$ cat src/inc/abw_pkg.sv
// Register map, field layout, reset values and decode codes of the area bus control block
// =====================================================================
package abw_pkg;
    // =================================================================
    // Register offsets (byte addresses, one word each)
    localparam logic [3:0]  ADDR_WIDTH_CFG = 4'h0;
    localparam logic [3:0]  ADDR_WAIT_CFG  = 4'h4;
    localparam logic [3:0]  ADDR_DYN_CFG   = 4'h8;
    localparam logic [3:0]  ADDR_GEN_CFG   = 4'hC;
    // =================================================================
    // Reset values
    localparam logic [15:0] RST_WIDTH_CFG  = 16'h00FC;
    localparam logic [15:0] RST_WAIT_CFG   = 16'hAAFF;
    localparam logic [15:0] RST_DYN_CFG    = 16'h0000;
    localparam logic [15:0] RST_GEN_CFG    = 16'h03F0;
    // Writable bits
    localparam logic [15:0] MASK_WIDTH_CFG = 16'h00FC;
    localparam logic [15:0] MASK_DYN_CFG   = 16'hFEFC;
    localparam logic [15:0] MASK_GEN_CFG   = 16'h1FF7;
    // =================================================================
    // Field positions
    localparam int WIDTH_A1_LSB = 2;
    localparam int IDLE_LSB     = 8;
    localparam int WAIT_LSB     = 0;
    localparam int LW_A0_LSB    = 4;
    localparam int LW_A1_LSB    = 6;
    localparam int LW_A23_LSB   = 8;
    localparam int MTYPE_LSB    = 0;
    // =================================================================
    // Width codes
    localparam logic [1:0] SZ_RSVD = 2'h0;
    localparam logic [1:0] SZ_BYTE = 2'h1;
    localparam logic [1:0] SZ_HALF = 2'h2;
    localparam logic [1:0] SZ_WORD = 2'h3;
    // Wait and long wait codes
    localparam logic [1:0] WT_LONG = 2'h3;
    localparam logic [2:0] LW_BASE = 3'h3;
    // Memory kind of an access
    typedef enum logic [1:0] {
        MK_PLAIN = 2'h0,
        MK_SDRAM = 2'h1,
        MK_DRAM  = 2'h2,
        MK_PSRAM = 2'h3
    } abw_kind_t;
    // Memory type field values
    localparam logic [2:0] MT_A3_SDRAM  = 3'h1;
    localparam logic [2:0] MT_A3_DRAM   = 3'h2;
    localparam logic [2:0] MT_A3_PSRAM  = 3'h3;
    localparam logic [2:0] MT_A2_SDRAM  = 3'h4;
    localparam logic [2:0] MT_BOTH_SDRAM = 3'h5;
    localparam logic [1:0] AREA2 = 2'h2;
    localparam logic [1:0] AREA3 = 2'h3;
endpackage

$ cat src/rtl/abw_area_timing.sv
// Per-access decoder: turns configuration fields into width, idle, wait and kind
`timescale 1ns/100ps
module abw_area_timing (
    input  wire logic [1:0]  area_i,
    input  wire logic [15:0] width_cfg_i,
    input  wire logic [15:0] wait_cfg_i,
    input  wire logic [15:0] gen_cfg_i,
    input  wire logic [1:0]  area0_width_i,
    output logic      [1:0]  width_o,
    output logic      [1:0]  idle_o,
    output logic      [2:0]  wait_o,
    output logic      [2:0]  cas_o,
    output logic             ext_wait_en_o,
    output abw_pkg::abw_kind_t kind_o
);
    logic [1:0] wcode;
    logic [1:0] lcode;
    logic [2:0] mtype;

    // =================================================================
    // Field select and kind decode
    always_comb begin
        wcode  = wait_cfg_i[abw_pkg::WAIT_LSB + 2*area_i +: 2];
        idle_o = wait_cfg_i[abw_pkg::IDLE_LSB + 2*area_i +: 2];
        mtype  = gen_cfg_i[abw_pkg::MTYPE_LSB +: 3];
        case (area_i)
            2'h0:    lcode = gen_cfg_i[abw_pkg::LW_A0_LSB +: 2];
            2'h1:    lcode = gen_cfg_i[abw_pkg::LW_A1_LSB +: 2];
            default: lcode = gen_cfg_i[abw_pkg::LW_A23_LSB +: 2];
        endcase
        kind_o = abw_pkg::MK_PLAIN;
        if (area_i == abw_pkg::AREA3) begin
            case (mtype)
                abw_pkg::MT_A3_SDRAM, abw_pkg::MT_BOTH_SDRAM: kind_o = abw_pkg::MK_SDRAM;
                abw_pkg::MT_A3_DRAM:  kind_o = abw_pkg::MK_DRAM;
                abw_pkg::MT_A3_PSRAM: kind_o = abw_pkg::MK_PSRAM;
                default:              kind_o = abw_pkg::MK_PLAIN;
            endcase
        end else if (area_i == abw_pkg::AREA2) begin
            if (mtype == abw_pkg::MT_A2_SDRAM || mtype == abw_pkg::MT_BOTH_SDRAM) begin
                kind_o = abw_pkg::MK_SDRAM;
            end
        end
    end

    // =================================================================
    // Width: area 0 from pins, other plain areas from the size fields
    always_comb begin
        if (area_i == 2'h0) begin
            width_o = area0_width_i;
        end else if (kind_o != abw_pkg::MK_PLAIN) begin
            width_o = abw_pkg::SZ_RSVD;  // Dynamic memories take width elsewhere
        end else begin
            width_o = width_cfg_i[abw_pkg::WIDTH_A1_LSB + 2*(area_i - 2'h1) +: 2];
        end
    end

    // =================================================================
    // Wait count, CAS span and external wait enable per memory kind
    always_comb begin
        wait_o        = 3'h0;
        cas_o         = 3'h0;
        ext_wait_en_o = 1'b0;
        case (kind_o)
            abw_pkg::MK_DRAM: begin
                cas_o         = {1'b0, wcode} + 3'h1;
                ext_wait_en_o = (wcode != 2'h0);
            end
            abw_pkg::MK_SDRAM: begin
                cas_o         = {1'b0, wcode} + 3'h1;
                ext_wait_en_o = 1'b0;
            end
            abw_pkg::MK_PSRAM: begin
                cas_o         = {1'b0, wcode} + 3'h2;
                ext_wait_en_o = (wcode != 2'h0);
            end
            default: begin
                if (wcode == abw_pkg::WT_LONG) begin
                    wait_o = abw_pkg::LW_BASE + {1'b0, lcode};
                end else begin
                    wait_o = {1'b0, wcode};
                end
                ext_wait_en_o = (wcode != 2'h0);
            end
        endcase
    end
endmodule

$ cat src/rtl/abw_bus_control.sv
// Area bus width, idle and wait control with Wishbone register slave
//
// The register offsets and the Wishbone register port were decided locally.
`timescale 1ns/100ps
module abw_bus_control (
    input  wire logic        mclk_i,
    input  wire logic        reset_i,
    // Wishbone classic slave
    input  wire logic        wb_cyc_i,
    input  wire logic        wb_stb_i,
    input  wire logic        wb_we_i,
    input  wire logic [3:0]  wb_adr_i,
    input  wire logic [3:0]  wb_sel_i,
    input  wire logic [31:0] wb_dat_i,
    output logic      [31:0] wb_dat_o,
    output logic             wb_ack_o,
    // Mode pins giving area 0 width
    input  wire logic [1:0]  area0_width_i,
    // Access sequencing from the bus state machine
    input  wire logic        acc_req_i,
    input  wire logic [1:0]  acc_area_i,
    input  wire logic        acc_write_i,
    output logic             acc_start_o,
    output logic      [1:0]  acc_idle_o,
    output logic      [1:0]  acc_width_o,
    output logic      [2:0]  acc_wait_o,
    output logic      [2:0]  acc_cas_o,
    output logic             acc_ext_wait_en_o,
    output logic      [1:0]  acc_kind_o
);
    // =================================================================
    // Idle sequencer states, Gray along idle path
    typedef enum logic [1:0] {
        ST_READY = 2'b00,
        ST_IDLE  = 2'b01,
        ST_GO    = 2'b11
    } abw_state_t;

    abw_state_t state_q;
    logic [15:0] width_cfg_q;
    logic [15:0] wait_cfg_q;
    logic [15:0] dyn_cfg_q;
    logic [15:0] gen_cfg_q;
    logic        ack_q;
    logic [31:0] rdat_q;
    logic        have_prev_q;
    logic [1:0]  prev_area_q;
    logic        prev_write_q;
    logic [1:0]  prev_idle_q;
    logic [1:0]  idle_cnt_q;
    logic        start_q;
    logic [1:0]  idle_out_q;
    logic [1:0]  width_q;
    logic [2:0]  wait_q;
    logic [2:0]  cas_q;
    logic        ext_q;
    logic [1:0]  kind_q;

    logic        wb_hit;
    logic [15:0] wmask;
    logic [15:0] rsel;
    logic [1:0]  dec_width;
    logic [1:0]  dec_idle;
    logic [2:0]  dec_wait;
    logic [2:0]  dec_cas;
    logic        dec_ext;
    abw_pkg::abw_kind_t dec_kind;
    logic        need_idle;

    // =================================================================
    // Decoder for the area about to be accessed
    abw_area_timing u_timing (
        .area_i        (acc_area_i),
        .width_cfg_i   (width_cfg_q),
        .wait_cfg_i    (wait_cfg_q),
        .gen_cfg_i     (gen_cfg_q),
        .area0_width_i (area0_width_i),
        .width_o       (dec_width),
        .idle_o        (dec_idle),
        .wait_o        (dec_wait),
        .cas_o         (dec_cas),
        .ext_wait_en_o (dec_ext),
        .kind_o        (dec_kind)
    );

    // =================================================================
    // Wishbone decode; only the two low byte lanes carry register bits
    assign wb_hit = wb_cyc_i && wb_stb_i && !ack_q;
    assign wmask  = {{8{wb_sel_i[1]}}, {8{wb_sel_i[0]}}};

    always_comb begin
        case (wb_adr_i)
            abw_pkg::ADDR_WIDTH_CFG: rsel = width_cfg_q & abw_pkg::MASK_WIDTH_CFG;
            abw_pkg::ADDR_WAIT_CFG:  rsel = wait_cfg_q;
            abw_pkg::ADDR_DYN_CFG:   rsel = dyn_cfg_q;
            abw_pkg::ADDR_GEN_CFG:   rsel = gen_cfg_q;
            default:                 rsel = 16'h0000;  // Unmapped reads as zero
        endcase
    end

    // Ack one cycle after the strobe, dropped the next cycle
    always_ff @(posedge mclk_i) begin
        if (reset_i) begin
            ack_q  <= 1'b0;
            rdat_q <= 32'h0000_0000;
        end else begin
            ack_q  <= wb_hit;
            rdat_q <= wb_hit ? {16'h0000, rsel} : 32'h0000_0000;
        end
    end

    // =================================================================
    // Configuration registers; reserved bits never store a one
    always_ff @(posedge mclk_i) begin
        if (reset_i) begin
            width_cfg_q <= abw_pkg::RST_WIDTH_CFG;
            wait_cfg_q  <= abw_pkg::RST_WAIT_CFG;
            dyn_cfg_q   <= abw_pkg::RST_DYN_CFG;
            gen_cfg_q   <= abw_pkg::RST_GEN_CFG;
        end else if (wb_hit && wb_we_i) begin
            // Rewrites are accepted; software is expected to repeat the same values
            case (wb_adr_i)
                abw_pkg::ADDR_WIDTH_CFG: width_cfg_q <= (width_cfg_q & ~wmask) |
                    (wb_dat_i[15:0] & wmask & abw_pkg::MASK_WIDTH_CFG);
                abw_pkg::ADDR_WAIT_CFG:  wait_cfg_q <= (wait_cfg_q & ~wmask) |
                    (wb_dat_i[15:0] & wmask);
                abw_pkg::ADDR_DYN_CFG:   dyn_cfg_q <= (dyn_cfg_q & ~wmask) |
                    (wb_dat_i[15:0] & wmask & abw_pkg::MASK_DYN_CFG);
                abw_pkg::ADDR_GEN_CFG:   gen_cfg_q <= (gen_cfg_q & ~wmask) |
                    (wb_dat_i[15:0] & wmask & abw_pkg::MASK_GEN_CFG);
                default: ;
            endcase
        end
    end

    // =================================================================
    // Idle needed on area change or read then write
    assign need_idle = have_prev_q &&
                       ((acc_area_i != prev_area_q) ||
                        (!prev_write_q && acc_write_i)) &&
                       (prev_idle_q != 2'h0);

    // Sequencer: count idles from the previous area, then release the access
    always_ff @(posedge mclk_i) begin
        if (reset_i) begin
            state_q    <= ST_READY;
            idle_cnt_q <= 2'h0;
        end else begin
            case (state_q)
                ST_READY: begin
                    if (acc_req_i) begin
                        if (need_idle) begin
                            state_q    <= ST_IDLE;
                            idle_cnt_q <= prev_idle_q;
                        end else begin
                            state_q <= ST_GO;
                        end
                    end
                end
                ST_IDLE: begin
                    if (idle_cnt_q == 2'h1) begin
                        state_q <= ST_GO;
                    end
                    idle_cnt_q <= idle_cnt_q - 2'h1;
                end
                ST_GO: begin
                    state_q <= ST_READY;
                end
                default: begin
                    state_q <= ST_READY;
                end
            endcase
        end
    end

    // Remember the area just started, its direction and its idle setting
    always_ff @(posedge mclk_i) begin
        if (reset_i) begin
            have_prev_q  <= 1'b0;
            prev_area_q  <= 2'h0;
            prev_write_q <= 1'b0;
            prev_idle_q  <= 2'h0;
        end else if (state_q == ST_GO) begin
            have_prev_q  <= 1'b1;
            prev_area_q  <= acc_area_i;
            prev_write_q <= acc_write_i;
            prev_idle_q  <= dec_idle;
        end
    end

    // =================================================================
    // Registered access outputs; requester holds area and direction until start
    always_ff @(posedge mclk_i) begin
        if (reset_i) begin
            start_q    <= 1'b0;
            idle_out_q <= 2'h0;
            width_q    <= 2'h0;
            wait_q     <= 3'h0;
            cas_q      <= 3'h0;
            ext_q      <= 1'b0;
            kind_q     <= 2'h0;
        end else begin
            start_q <= (state_q == ST_GO);
            // Idle count moves with the other results, so nothing changes between starts
            if (state_q == ST_GO) begin
                idle_out_q <= need_idle ? prev_idle_q : 2'h0;
                width_q <= dec_width;
                wait_q  <= dec_wait;
                cas_q   <= dec_cas;
                ext_q   <= dec_ext;
                kind_q  <= dec_kind;
            end
        end
    end

    assign wb_ack_o          = ack_q;
    assign wb_dat_o          = rdat_q;
    assign acc_start_o       = start_q;
    assign acc_idle_o        = idle_out_q;
    assign acc_width_o       = width_q;
    assign acc_wait_o        = wait_q;
    assign acc_cas_o         = cas_q;
    assign acc_ext_wait_en_o = ext_q;
    assign acc_kind_o        = kind_q;
endmodule

$ cat config.mk
export PLATFORM = sky130hd
export DESIGN_NAME = abw_bus_control
export DESIGN_NICKNAME = d
export VERILOG_FILES = /design/src/inc/abw_pkg.sv /design/src/rtl/abw_area_timing.sv /design/src/rtl/abw_bus_control.sv
export SDC_FILE = /design/constraint.sdc
export NUM_CORES = 1
export LEC_CHECK = 0
export BUFFER_PORTS_ARGS = -buffer_cell sky130_fd_sc_hd__buf_2
export CAP_MARGIN = 5
export CORE_UTILIZATION = 49
export DETAILED_ROUTE_END_ITERATION = 6
export MAX_ROUTING_LAYER = met4
export PLACE_DENSITY = 0.81
export SYNTH_ARGS = -nofsm -noshare
export SYNTH_HDL_FRONTEND = slang
export SYNTH_SLANG_ARGS = --single-unit
$ cat constraint.sdc
create_clock -name mclk_i -period 1.55 [get_ports mclk_i]
set_input_delay 0.155 -clock mclk_i [delete_from_list [all_inputs] [get_ports mclk_i]]
set_output_delay 0.155 -clock mclk_i [all_outputs]
set_load 0.02 [all_outputs]
**Word-level counts from Yosys, hierarchy flattened**

Cells that the tools add are included.

- Input port bits: 51
- Register bits after elaboration: 121
- Logic and storage cells: 110
- Output and inout bits: 47

- Bitwise gates (word level): 11
- Add/subtract/negate cells: 7
- Mux-type cells: 20
- Reduce and logical (&&, ||, !) cells: 27
- Shift-type cells: 3
- Equal/unequal tests: 22

Operators by type and width:

| cell | number |
|---|---|
| $and 16x16->16 | 5 |
| $shiftx 16x33->2 | 2 |
| $pmux 16 s4 | 1 |
| $add 2x32->32 const A | 1 |
| $or 16x16->16 | 2 |
| $mux 2 | 10 |
| $not 16->16 | 1 |
| $or 16x13->16 | 1 |
| $or 16x8->16 | 1 |
| $shiftx 16x4->2 | 1 |
| $eq 2x2->1 const B | 6 |
| $pmux 2 s2 | 3 |
| $reduce_and 2->1 | 5 |
| $eq 2x1->1 const B | 4 |
| $eq 4x4->1 const B | 2 |
| $reduce_bool 2->1 | 4 |
| $eq 3x2->1 const B | 2 |
| $eq 3x3->1 const B | 2 |
| $logic_and 1x1->1 | 6 |
| $mux 3 | 2 |
| $ne 2x2->1 const B | 3 |
| $pmux 2 s3 | 1 |
| $pmux 3 s2 | 1 |
| $reduce_or 2->1 | 3 |
| 17 further kinds | 21 |

**Depth between registers and ports, before layout**

Gate-level depths: netlist (run 1).

- Word-level depth: 8
- Mapped depth: 10
- Mapped depth without buffers: 9

**Modules after synthesis**

From an unflattened synthesis (run 1), not the netlist that was laid out.

- Cells, all modules: 465
- Area, all modules: 4,565.6 um^2

Modules (own cells, without submodules):

| module | seq. area each (um^2) | cells an instance | times used | area an instance (um^2) |
|---|---|---|---|---|
| abw_bus_control | 2,102.0 | 409 | 1 | 4,052.6 |
| abw_area_timing | 0.0 | 56 | 1 | 513.0 |

**Least setup slack after synthesis (run 1)**

OpenSTA, ideal clock, no wires.

- Path kind: input -> register
- Start: in acc_area_i[0]
- End: reg width_q[0], in the netlist acc_width_o[0]
- Cell stages on the path: 9
- Buffers on the path: 1
- Arrival: 1.520 ns
- Required time: 1.418 ns
- Setup slack: -0.102 ns
- Setup time: 0.132 ns
- Cells stage by stage: buf_6 -> inv_1 -> ha_1 -> nor4bb_1 -> a31oi_1 -> ha_1 -> nor2b_1 -> a221oi_1 -> nor3_1

- Word-level cells in the longest chain between the ends: 6
- Elaborated cells on any way between the ends: 11
- Classes of those cells: add/sub (2); eq/ne (2); shift (1); mux (4); reduce/logical (2)

Ends and longest elaborated chain:

| what | line | RTL |
|---|---|---|
| start, declared | abw_bus_control.sv:21 | `input wire logic [1:0] acc_area_i,` |
| parallel branches: the longest is 5 deep, another holds $add 2x32->32 | -- |  |
| $mux 2 (*) | abw_area_timing.sv:49 | `if (area_i == 2'h0) begin` |
| end signal, assigned | abw_bus_control.sv:207 | `width_q <= dec_width;` |
| end, declared | abw_bus_control.sv:53 | `logic [1:0] width_q;` |

Mark *: on every way between the ends.
A chain may end at the register's enable or synchronous reset.

==> results by group, run 1 <==
Outcome
  • Status: finished with violations
  • Failing checks: negative setup slack

Synth
  • Post-synth top area cell: dfxtp_1
  • Post-synth cell types: 54
  • Synth Instances: 432
  • Synth Area in Adders: 0.0314
  • Post-Synth Simple-Gate Area: 0.173
  • Synth Area in XOR/XNOR: 0.00570
  • Post-synth EDFFs: 0
  • Syn avg cell area: 10.2 um^2
  • Most used DFF post-synth: dfxtp_1
  • Yosys reg bits: 97
  • Mapped Area: 4390 um^2
  • YS warnings: 0
  • Synth top area share: 0.443
  • Synth top area cells: dfxtp_1, nor2_1, mux4_2
  • Largest family of logic cells by synthesized area: simple AND/OR/NAND/NOR gates
  • Multiplexer share of the synthesized area: 0.149
  • Async S/R FF share, synth: 0
  • Compound-Gate Fraction of Synth Area: 0.116
  • Seq/Total Area, Yosys: 0.443

Pwr
  • Final total power: 0.00490 W
  • Internal Power: 0.00365 W
  • PwrDens: 918 nW/um^2
  • Static Leak: 2.50 nW
  • Sw Ratio: 0.256
  • Comb power frac: 0.100
  • Seq pwr share: 0.520
  • Sw Pwr: 0.00125 W
  • Worst vdd ir: 0.465 mV
  • Clock share of power: 0.380

Timing
  • Worst setup slack after layout: -24.1 ps
  • Pins Over Slew Limit: 0
  • Final Cycle Share: 1.02
  • Final hold vios: 0
  • Finish-stage setup viols: 3
  • TNS Setup: -43.2 ps
  • Crit path time final: 1570 ps
  • Worst Clk Skew: 11.2 ps
  • RSZ-0062 raised after global routing: yes
  • F_max: 0.635 GHz

Global route
  • Vias in the first global route: 3370
  • GR met3 Demand/Resource: 0.0491
  • GR Util met1: 0.265
  • M2 GR Usage: 0.375
  • Total GRT Usage: 0.225
  • Initial antenna violation count: 0
  • Congestion Overflow GR: 0
  • Largest net degree at the start of global routing: 79
  • Most used routing layer: met2
  • Global-route wire length before repair: 16200 um

Placed design
  • GPL Wtd Cong: 0.891
  • PortBufs: 63
  • Placed insts: 606
  • Dpl hpwl: 6980 um
  • DP Worst Slack: -298 ps

Layout
  • Layout net count: 576
  • Most common cell after layout, fill and taps aside: dfxtp_1
  • Area occupied by multi-input gates: 2330 um^2
  • Layout cell share with drive strength beyond 1: 0.333
  • Fill cells: 693
  • Register Area: 1950 um^2
  • Area Growth Syn to Fin: 21.7%
  • Fin cells: 627
  • Antenna Cells: 0
  • Most frequent cells in the layout: dfxtp_1, nor2_1, buf_2

Clock network
  • Clock buffer depth: 2
  • Num CTS Buffers: 9
  • Clock Sinks: 97
  • Cts hold-fix bufs: 0
  • CTS tree: yes
  • Clock Latency Late Sink: 380 ps
  • CTS Root Cell: clkbuf_8
  • Reg clk slew, reported paths: 100 ps
  • Max H-tree Level: 3

Run
  • Max-Cap Viols: 0

Drt
  • Residual DRC: 0
  • Drt first pass iters: 5
  • Routed length per instance: 16.8 um
  • Vias per inst: 5.56
  • Routed WL: 10600 um
  • Routed Antenna Nets: 0
  • Vias: 3486
  • DR iter-0 viols: 193

Floorplan
  • Die Ht: 96.6 um
  • Initial core utilization: 0.506
  • Horiz. Die Dim: 96.6 um
  • Number of top-level pins: 98
  • Core area: 8680 um^2
  • Full die area: 9340 um^2
  • Row count: 34

Setup path
  • CP Data Required Time: 1860 ps
  • Worst Path Arrival: 1890 ps
  • Crit path max fanout: 4
  • Kind of critical path: flop to flop
  • Worst Setup End Kind: flop
  • CP startpoint kind: flop

Worst hold path
  • Tightest Hold Check Type: input pin to flop
## stage by stage
step           hold WS [ps]  cell area (um^2)   util
2_1_floorplan           291              4470      -
3_3_place_gp            406              4920  0.567
3_5_place_dp            414              4920  0.567
4_1_cts                16.1              5190  0.598
5_1_grt                27.7              5340  0.615
6_report               24.1              5340  0.615
## routing by layer
layer,vias to the layer above,wire [um]
met5,-,0
met4,0,227
met3,17,614
met2,126,5410
met1,1684,4310
li1,1659,-
## path summary, 6_finish.rpt
kind                                           startpoint                         end  slack [ps]  depth (start not counted)
worst min-delay path                          acc_write_i   prev_write_q$_SDFFE_PP0P_          20                          3
worst max register to register                       flop  acc_wait_o[1]$_SDFFE_PP0P_         -20                          4
worst max-delay path                                 flop  acc_wait_o[1]$_SDFFE_PP0P_         -20                          4
worst min register to register  prev_write_q$_SDFFE_PP0P_   prev_write_q$_SDFFE_PP0P_         470                          2
## cell families (layout without fill, tap and decap cells)
| group | after synthesis | in the layout |
|---|---|---|
| buf+inv | 62 | 133 |
| other cells | 1 | 16 |
| flops | 97 | 97 |
| mux | 49 | 49 |
| xor+xnor | 2 | 2 |
| simple gates | 143 | 144 |
| compound gates | 67 | 67 |
| fa+ha+maj | 11 | 11 |
## critical path, stage by stage (launching register included)
cell and delay [ps]:
dfxtp_2 340, mux4_2 560, ha_4 220, mux2_2 290
o21ai_2 110
## synthesized netlist by cell type (2+ instances only)
cell        n
a211oi_1    3
o21ai_0     4
a211o_1    24
a22oi_1    10
nand3_1     3
nor2b_1     3
nor3_1      6
mux4_2     12
buf_6       7
mux2i_1    26
nor4bb_1    2
ha_1       11
dfxtp_1    97
nor2_1     76
clkbuf_1   12
buf_4      17
a221oi_1    2
a32oi_1     2
a21oi_1    11
and3_1      6
nand3_2     5
a2bb2oi_1   2
a22o_1      2
and3b_1     9
nand2_1    20
mux2_2     11
inv_1      19
buf_2       4
## layout make-up
cell class	instances	share of cell area
timing repair buffer	97	0.116
sequential	97	0.365
clock inverter	7	0.0192
clock buffer	9	0.0232
tap	108	0.0253
multi-input combinational	289	0.437
inverter	20	0.0141
## power by group through the flow
stage          Combinational [W]  Clock (W)  Sequential (W)
2_1_floorplan           0.000323          0         0.00262
3_3_place_gp            0.000444          0         0.00261
3_5_place_dp            0.000459          0         0.00261
4_1_cts                 0.000464    0.00188         0.00255
5_1_grt                 0.000529    0.00197         0.00256
6_report                0.000489    0.00186         0.00255
## timing repair
action,in CTS,in global routing
buffers inserted,1,3
cloned,0,1
resized for setup,8,23
hold endpoints to repair,0,0
endpoints found under the setup margin,7,22
pin swaps,2,11
Power figures use the tool's default switching activity.
==> inputs of run 2 (changes only) <==
--- a/config.mk
+++ b/config.mk
@@ -11,6 +11,7 @@
 export DETAILED_ROUTE_END_ITERATION = 6
 export MAX_ROUTING_LAYER = met4
 export PLACE_DENSITY = 0.81
+export REMOVE_ABC_BUFFERS = 1
 export SYNTH_ARGS = -nofsm -noshare
 export SYNTH_HDL_FRONTEND = slang
 export SYNTH_SLANG_ARGS = --single-unit
==> run 2 against run 1 <==
  * The run still ends with negative setup slack left
  * Fmax decreased by 1.3%
  * First-iteration DRC count increased by 11%
  * Critical path depth increased by 1
==> results by group, run 2 (synthesized netlist as in run 1, its figures left out) <==
Clock network
  • Clock Latency Late Sink: 360 ps
  • CTS tree: yes
  • CTS Root Cell: clkbuf_8
  • Max H-tree Level: 3
  • Clock Sinks: 97
  • Clock buffer depth: 2
  • Reg clk slew, reported paths: 90 ps
  • Num CTS Buffers: 9

Floorplan
  • Row count: 34
  • Horiz. Die Dim: 96.6 um
  • Core area: 8680 um^2
  • Die Ht: 96.6 um
  • Initial core utilization: 0.506
  • Number of top-level pins: 98
  • Full die area: 9340 um^2

Timing
  • Hold_ws: 49.1 ps
  • F_max: 0.627 GHz
  • Crit path time final: 1600 ps
  • Worst setup slack after layout: -45.2 ps
  • Worst Clk Skew: 12.8 ps
  • Finish-stage setup viols: 2
  • RSZ-0062 raised after global routing: yes
  • Pins Over Slew Limit: 0
  • Final Cycle Share: 1.03
  • Final hold vios: 0

Pwr
  • Sw Ratio: 0.258
  • Sw Pwr: 0.00121 W
  • Static Leak: 2.49 nW
  • Worst vdd ir: 0.446 mV
  • Internal Power: 0.00347 W
  • PwrDens: 886 nW/um^2
  • Clock share of power: 0.350
  • Comb power frac: 0.104
  • Seq pwr share: 0.545

Placed design
  • GPL Wtd Cong: 0.862
  • Post-DP Area: 4900 um^2
  • Dpl hpwl: 7110 um
  • PortBufs: 63

Drt
  • Routed Antenna Nets: 0
  • Routed WL: 10300 um
  • Routed length per instance: 16.3 um
  • Vias per inst: 5.53
  • Drt first pass iters: 5
  • DR iter-0 viols: 215
  • Residual DRC: 0
  • Vias: 3481

Layout
  • Antenna Cells: 0
  • Layout net count: 579
  • Area Growth Syn to Fin: 20.4%
  • Layout cell share with drive strength beyond 1: 0.324
  • Fill cells: 720
  • Finished Cell Area: 5280 um^2
  • Most common cell after layout, fill and taps aside: dfxtp_1
  • Most frequent cells in the layout: dfxtp_1, nor2_1, buf_2

Global route
  • Global-route wire length before repair: 16200 um
  • Initial antenna violation count: 0
  • Total GRT Usage: 0.222
  • Congestion Overflow GR: 0
  • Vias in the first global route: 3403
  • Largest net degree at the start of global routing: 79

Setup path
  • Crit path max fanout: 3
  • CP startpoint kind: flop
  • CP Data Required Time: 1800 ps
  • Worst Path Arrival: 1840 ps
  • Kind of critical path: flop to flop
  • Worst Setup End Kind: flop

Outcome
  • Failing checks: negative setup slack
  • Status: finished with violations

Run
  • Max-Cap Viols: 0

Worst hold path
  • Tightest Hold Check Type: input pin to flop
[run 2: what timing repair did]
item / CTS / global route
buffers inserted: 0 / 2
cloned: 0 / 1
pin swaps: 4 / 6
endpoints found under the setup margin: 7 / 33
hold buffers: 0 / 0
endpoints found under the hold margin: 0 / 0
resized for setup: 10 / 21
[run 2: power by group through the flow]
| stage | logic, W | registers, W | clock network [W] |
|---|---|---|---|
| floorplan | 0.000216 | 0.00262 | 0 |
| global placement | 0.000442 | 0.00261 | 0 |
| detailed placement | 0.000459 | 0.00261 | 0 |
| CTS | 0.000463 | 0.00255 | 0.00166 |
| global route | 0.000528 | 0.00256 | 0.00176 |
| finish | 0.000488 | 0.00255 | 0.00164 |
[run 2: routing by layer]
metal  vias to the layer above  routed length [um]  track usage
li1                       1663                   -            -
met1                      1682                4510        0.273
met2                       117                5060        0.372
met3                        19                 485       0.0347
met4                         0                 208       0.0781
met5                         -                   0            -
[run 2: path summary, 6_finish.rpt]
path,slack [ps],to,depth (start not counted),from
worst max register to register,-50,acc_cas_o[1]$_SDFFE_PP0P_,5,flop
worst max-delay path,-50,acc_cas_o[1]$_SDFFE_PP0P_,5,flop
worst min register to register,460,acc_wait_o[1]$_SDFFE_PP0P_,2,acc_wait_o[1]$_SDFFE_PP0P_
worst min-delay path,50,flop,3,wb_dat_i[5]
[run 2: layout make-up]
cell class                      count  area [um^2]  share of cell area
Inverter                           20         75.1              0.0142
Tap cell                          108          135              0.0256
Clock inverter                      6         68.8              0.0130
Clock buffer                       10          128              0.0242
Multi-Input combinational cell    289         2310               0.437
Timing Repair Buffer              100          622               0.118
Sequential cell                    97         1950               0.369
[run 2: metrics by stage]
stage	cells	util	worst slack (ps)	power (W)	TNS (ps)
CTS	627	0.592	-12.4	0.00467	-13.2
global placement	611	0.565	-201	0.00305	-1090
detailed placement	611	0.565	-339	0.00307	-1970
floorplan	405	-	-109	0.00284	-754
finish	630	0.609	-45.2	0.00468	-61.6
global route	630	0.609	-114	0.00484	-482
[run 2: worst max-delay path, stage by stage, from the launching register on]
cell	delay [ps]
dfxtp_1	330
mux4_2	550
inv_2	90
ha_1	220
a32oi_1	200
o21ai_1	100
==> inputs of run 3 (changes only) <==
--- a/config.mk
+++ b/config.mk
@@ -9,7 +9,6 @@
 export CAP_MARGIN = 5
 export CORE_UTILIZATION = 49
 export DETAILED_ROUTE_END_ITERATION = 6
-export MAX_ROUTING_LAYER = met4
 export PLACE_DENSITY = 0.81
 export REMOVE_ABC_BUFFERS = 1
 export SYNTH_ARGS = -nofsm -noshare
==> run 3 against run 2 <==
  * Final area is 2.3% higher
  * Critical path type unchanged
  * Critical path depth rose by 2
  * Register-to-register slack got worse by 70 ps
  * Clock power is 12% higher
  * Global-route usage is 1.3 points lower
  * First-iteration DRC count shrank 21%
  * Critical endpoint is now acc_cas_o[2]$_SDFFE_PP0P_
  * The run ends with design-rule violations, negative setup slack left
  * Clock-buffer cell count unchanged
  * Utilization rose by 1.4 points
  * Wire length hardly changed
  * Cell count up 0.32%
  * Sequential share of layout area shrank 0.74 points
  * Non-clock buffer count is 2 higher
==> results by group, run 3 (synthesized netlist as in run 1, its figures left out) <==
Floorplan
  • Full die area: 9340 um^2
  • Row count: 34
  • Die Ht: 96.6 um
  • Number of top-level pins: 98
  • Core area: 8680 um^2
  • Initial core utilization: 0.506
  • Horiz. Die Dim: 96.6 um

Clock network
  • Clock buffer depth: 2
  • Reg clk slew, reported paths: 100 ps
  • Num CTS Buffers: 9
  • CTS Root Cell: clkbuf_8
  • Clock Sinks: 97
  • Cts hold-fix bufs: 0
  • Max H-tree Level: 3
  • Clock Latency Late Sink: 360 ps
  • CTS tree: yes

Drt
  • Vias per inst: 5.52
  • Metal-1 WL: 4510 um
  • Routed Antenna Nets: 0
  • Drt first pass iters: 7
  • Routed length per instance: 16.2 um
  • Routed WL: 10300 um
  • Met2 wire length: 5060 um
  • Residual DRC: 1
  • Vias: 3490
  • DR iter-0 viols: 169
  • Met3 Routed Length: 560 um
  • Top Metal Used: met4

Layout
  • Most common cell after layout, fill and taps aside: dfxtp_1
  • Fin cells: 632
  • Layout net count: 581
  • Area Growth Syn to Fin: 23.1%
  • Post-layout util: 0.622
  • Most frequent cells in the layout: dfxtp_1, nor2_1, buf_2
  • Layout cell share with drive strength beyond 1: 0.342
  • Finished Cell Area: 5400 um^2
  • Antenna Cells: 0

Timing
  • Crit path time final: 1670 ps
  • Pins Over Slew Limit: 0
  • Finish-stage setup viols: 4
  • Worst Clk Skew: 9.47 ps
  • Final hold vios: 0
  • RSZ-0062 raised after global routing: yes
  • F_max: 0.600 GHz
  • Worst setup slack after layout: -115 ps
  • Max-slew headroom: 0.661
  • Slew of the pin with the lowest slew margin: 502 ps
  • Final Cycle Share: 1.07
  • TNS Setup: -198 ps

Global route
  • Initial antenna violation count: 0
  • Global-route wire length before repair: 15900 um
  • Largest net degree at the start of global routing: 79
  • Total GRT Usage: 0.210
  • Congestion Overflow GR: 0
  • Vias in the first global route: 3279

Placed design
  • Post-DP Area: 4890 um^2
  • Placed insts: 610
  • PortBufs: 63
  • Dpl hpwl: 6870 um
  • GPL Wtd Cong: 0.848

Outcome
  • Failing checks: design-rule violations, negative setup slack
  • Status: finished with violations

Setup path
  • Worst Path Arrival: 1940 ps
  • CP Data Required Time: 1820 ps
  • Kind of critical path: flop to flop
  • CP startpoint kind: flop
  • Worst Setup End Kind: flop
  • Crit path max fanout: 3

Worst hold path
  • Tightest Hold Check Type: input pin to flop

Pwr
  • Static Leak: 2.52 nW
  • Worst vdd ir: 0.442 mV
  • PwrDens: 905 nW/um^2
  • Final total power: 0.00489 W

Run
  • Max-Cap Viols: 0
## run 3: cell types whose count changed in the layout (fill, tap and decap cells not counted), moves of 2 or more
cell      previous run  this run
ha_4                 1         4
clkinv_4             3         1
ha_2                 2         0
nand2_1             19        17
## run 3: cell type report
type / count / area, um^2
flip-flops and latches: 97 / 1950
well taps: 108 / 135
repair buffers: 102 / 661
multi-input cells: 289 / 2350
clock buffers: 10 / 138
clock inverters: 6 / 90.1
inverters: 20 / 77.6
fillers: 691 / 3280
## run 3: repair_timing
action / CTS / global route
resized for setup: 11 / 35
setup endpoints to repair: 8 / 33
pin swaps: 5 / 13
setup buffers: 0 / 5
gates cloned: 0 / 1
## run 3: path summary, 6_finish.rpt
| path | from | end | slack, ps | cells after the start |
|---|---|---|---|---|
| worst min-delay path | wb_dat_i[7] | flop | 40 | 3 |
| worst min register to register | acc_wait_o[1]$_SDFFE_PP0P_ | acc_wait_o[1]$_SDFFE_PP0P_ | 480 | 2 |
| worst max-delay path | flop | acc_cas_o[2]$_SDFFE_PP0P_ | -120 | 7 |
| worst max register to register | flop | acc_cas_o[2]$_SDFFE_PP0P_ | -120 | 7 |
## run 3: power breakdown
group / internal [W] / switching (W) / leakage, nW
clock network: 0.000959 / 0.000885 / 0.113
logic: 0.000195 / 0.000296 / 1.63
registers: 0.00252 / 0.0000272 / 0.784
## run 3: worst max-delay path, stage by stage, from the launching register on
cell and delay [ps]:
dfxtp_4 370, nor4bb_4 330, a31oi_4 80, ha_4 200
buf_12 120, nor3_4 150, nand2_1 130, o21ai_0 200
## run 3: stage by stage
step,hold WS (ps),worst slack [ps]
2_1_floorplan,224,-109
3_3_place_gp,399,-171
3_5_place_dp,417,-210
4_1_cts,36.2,2.26
5_1_grt,40.5,-137
6_report,40.0,-115
## run 3: per-layer routing
metal | GRT usage | vias to the layer above
met5 | 0 | -
met2 | 0.352 | 131
met4 | 0.0712 | 0
met3 | 0.0347 | 13
li1 | - | 1668
met1 | 0.275 | 1678
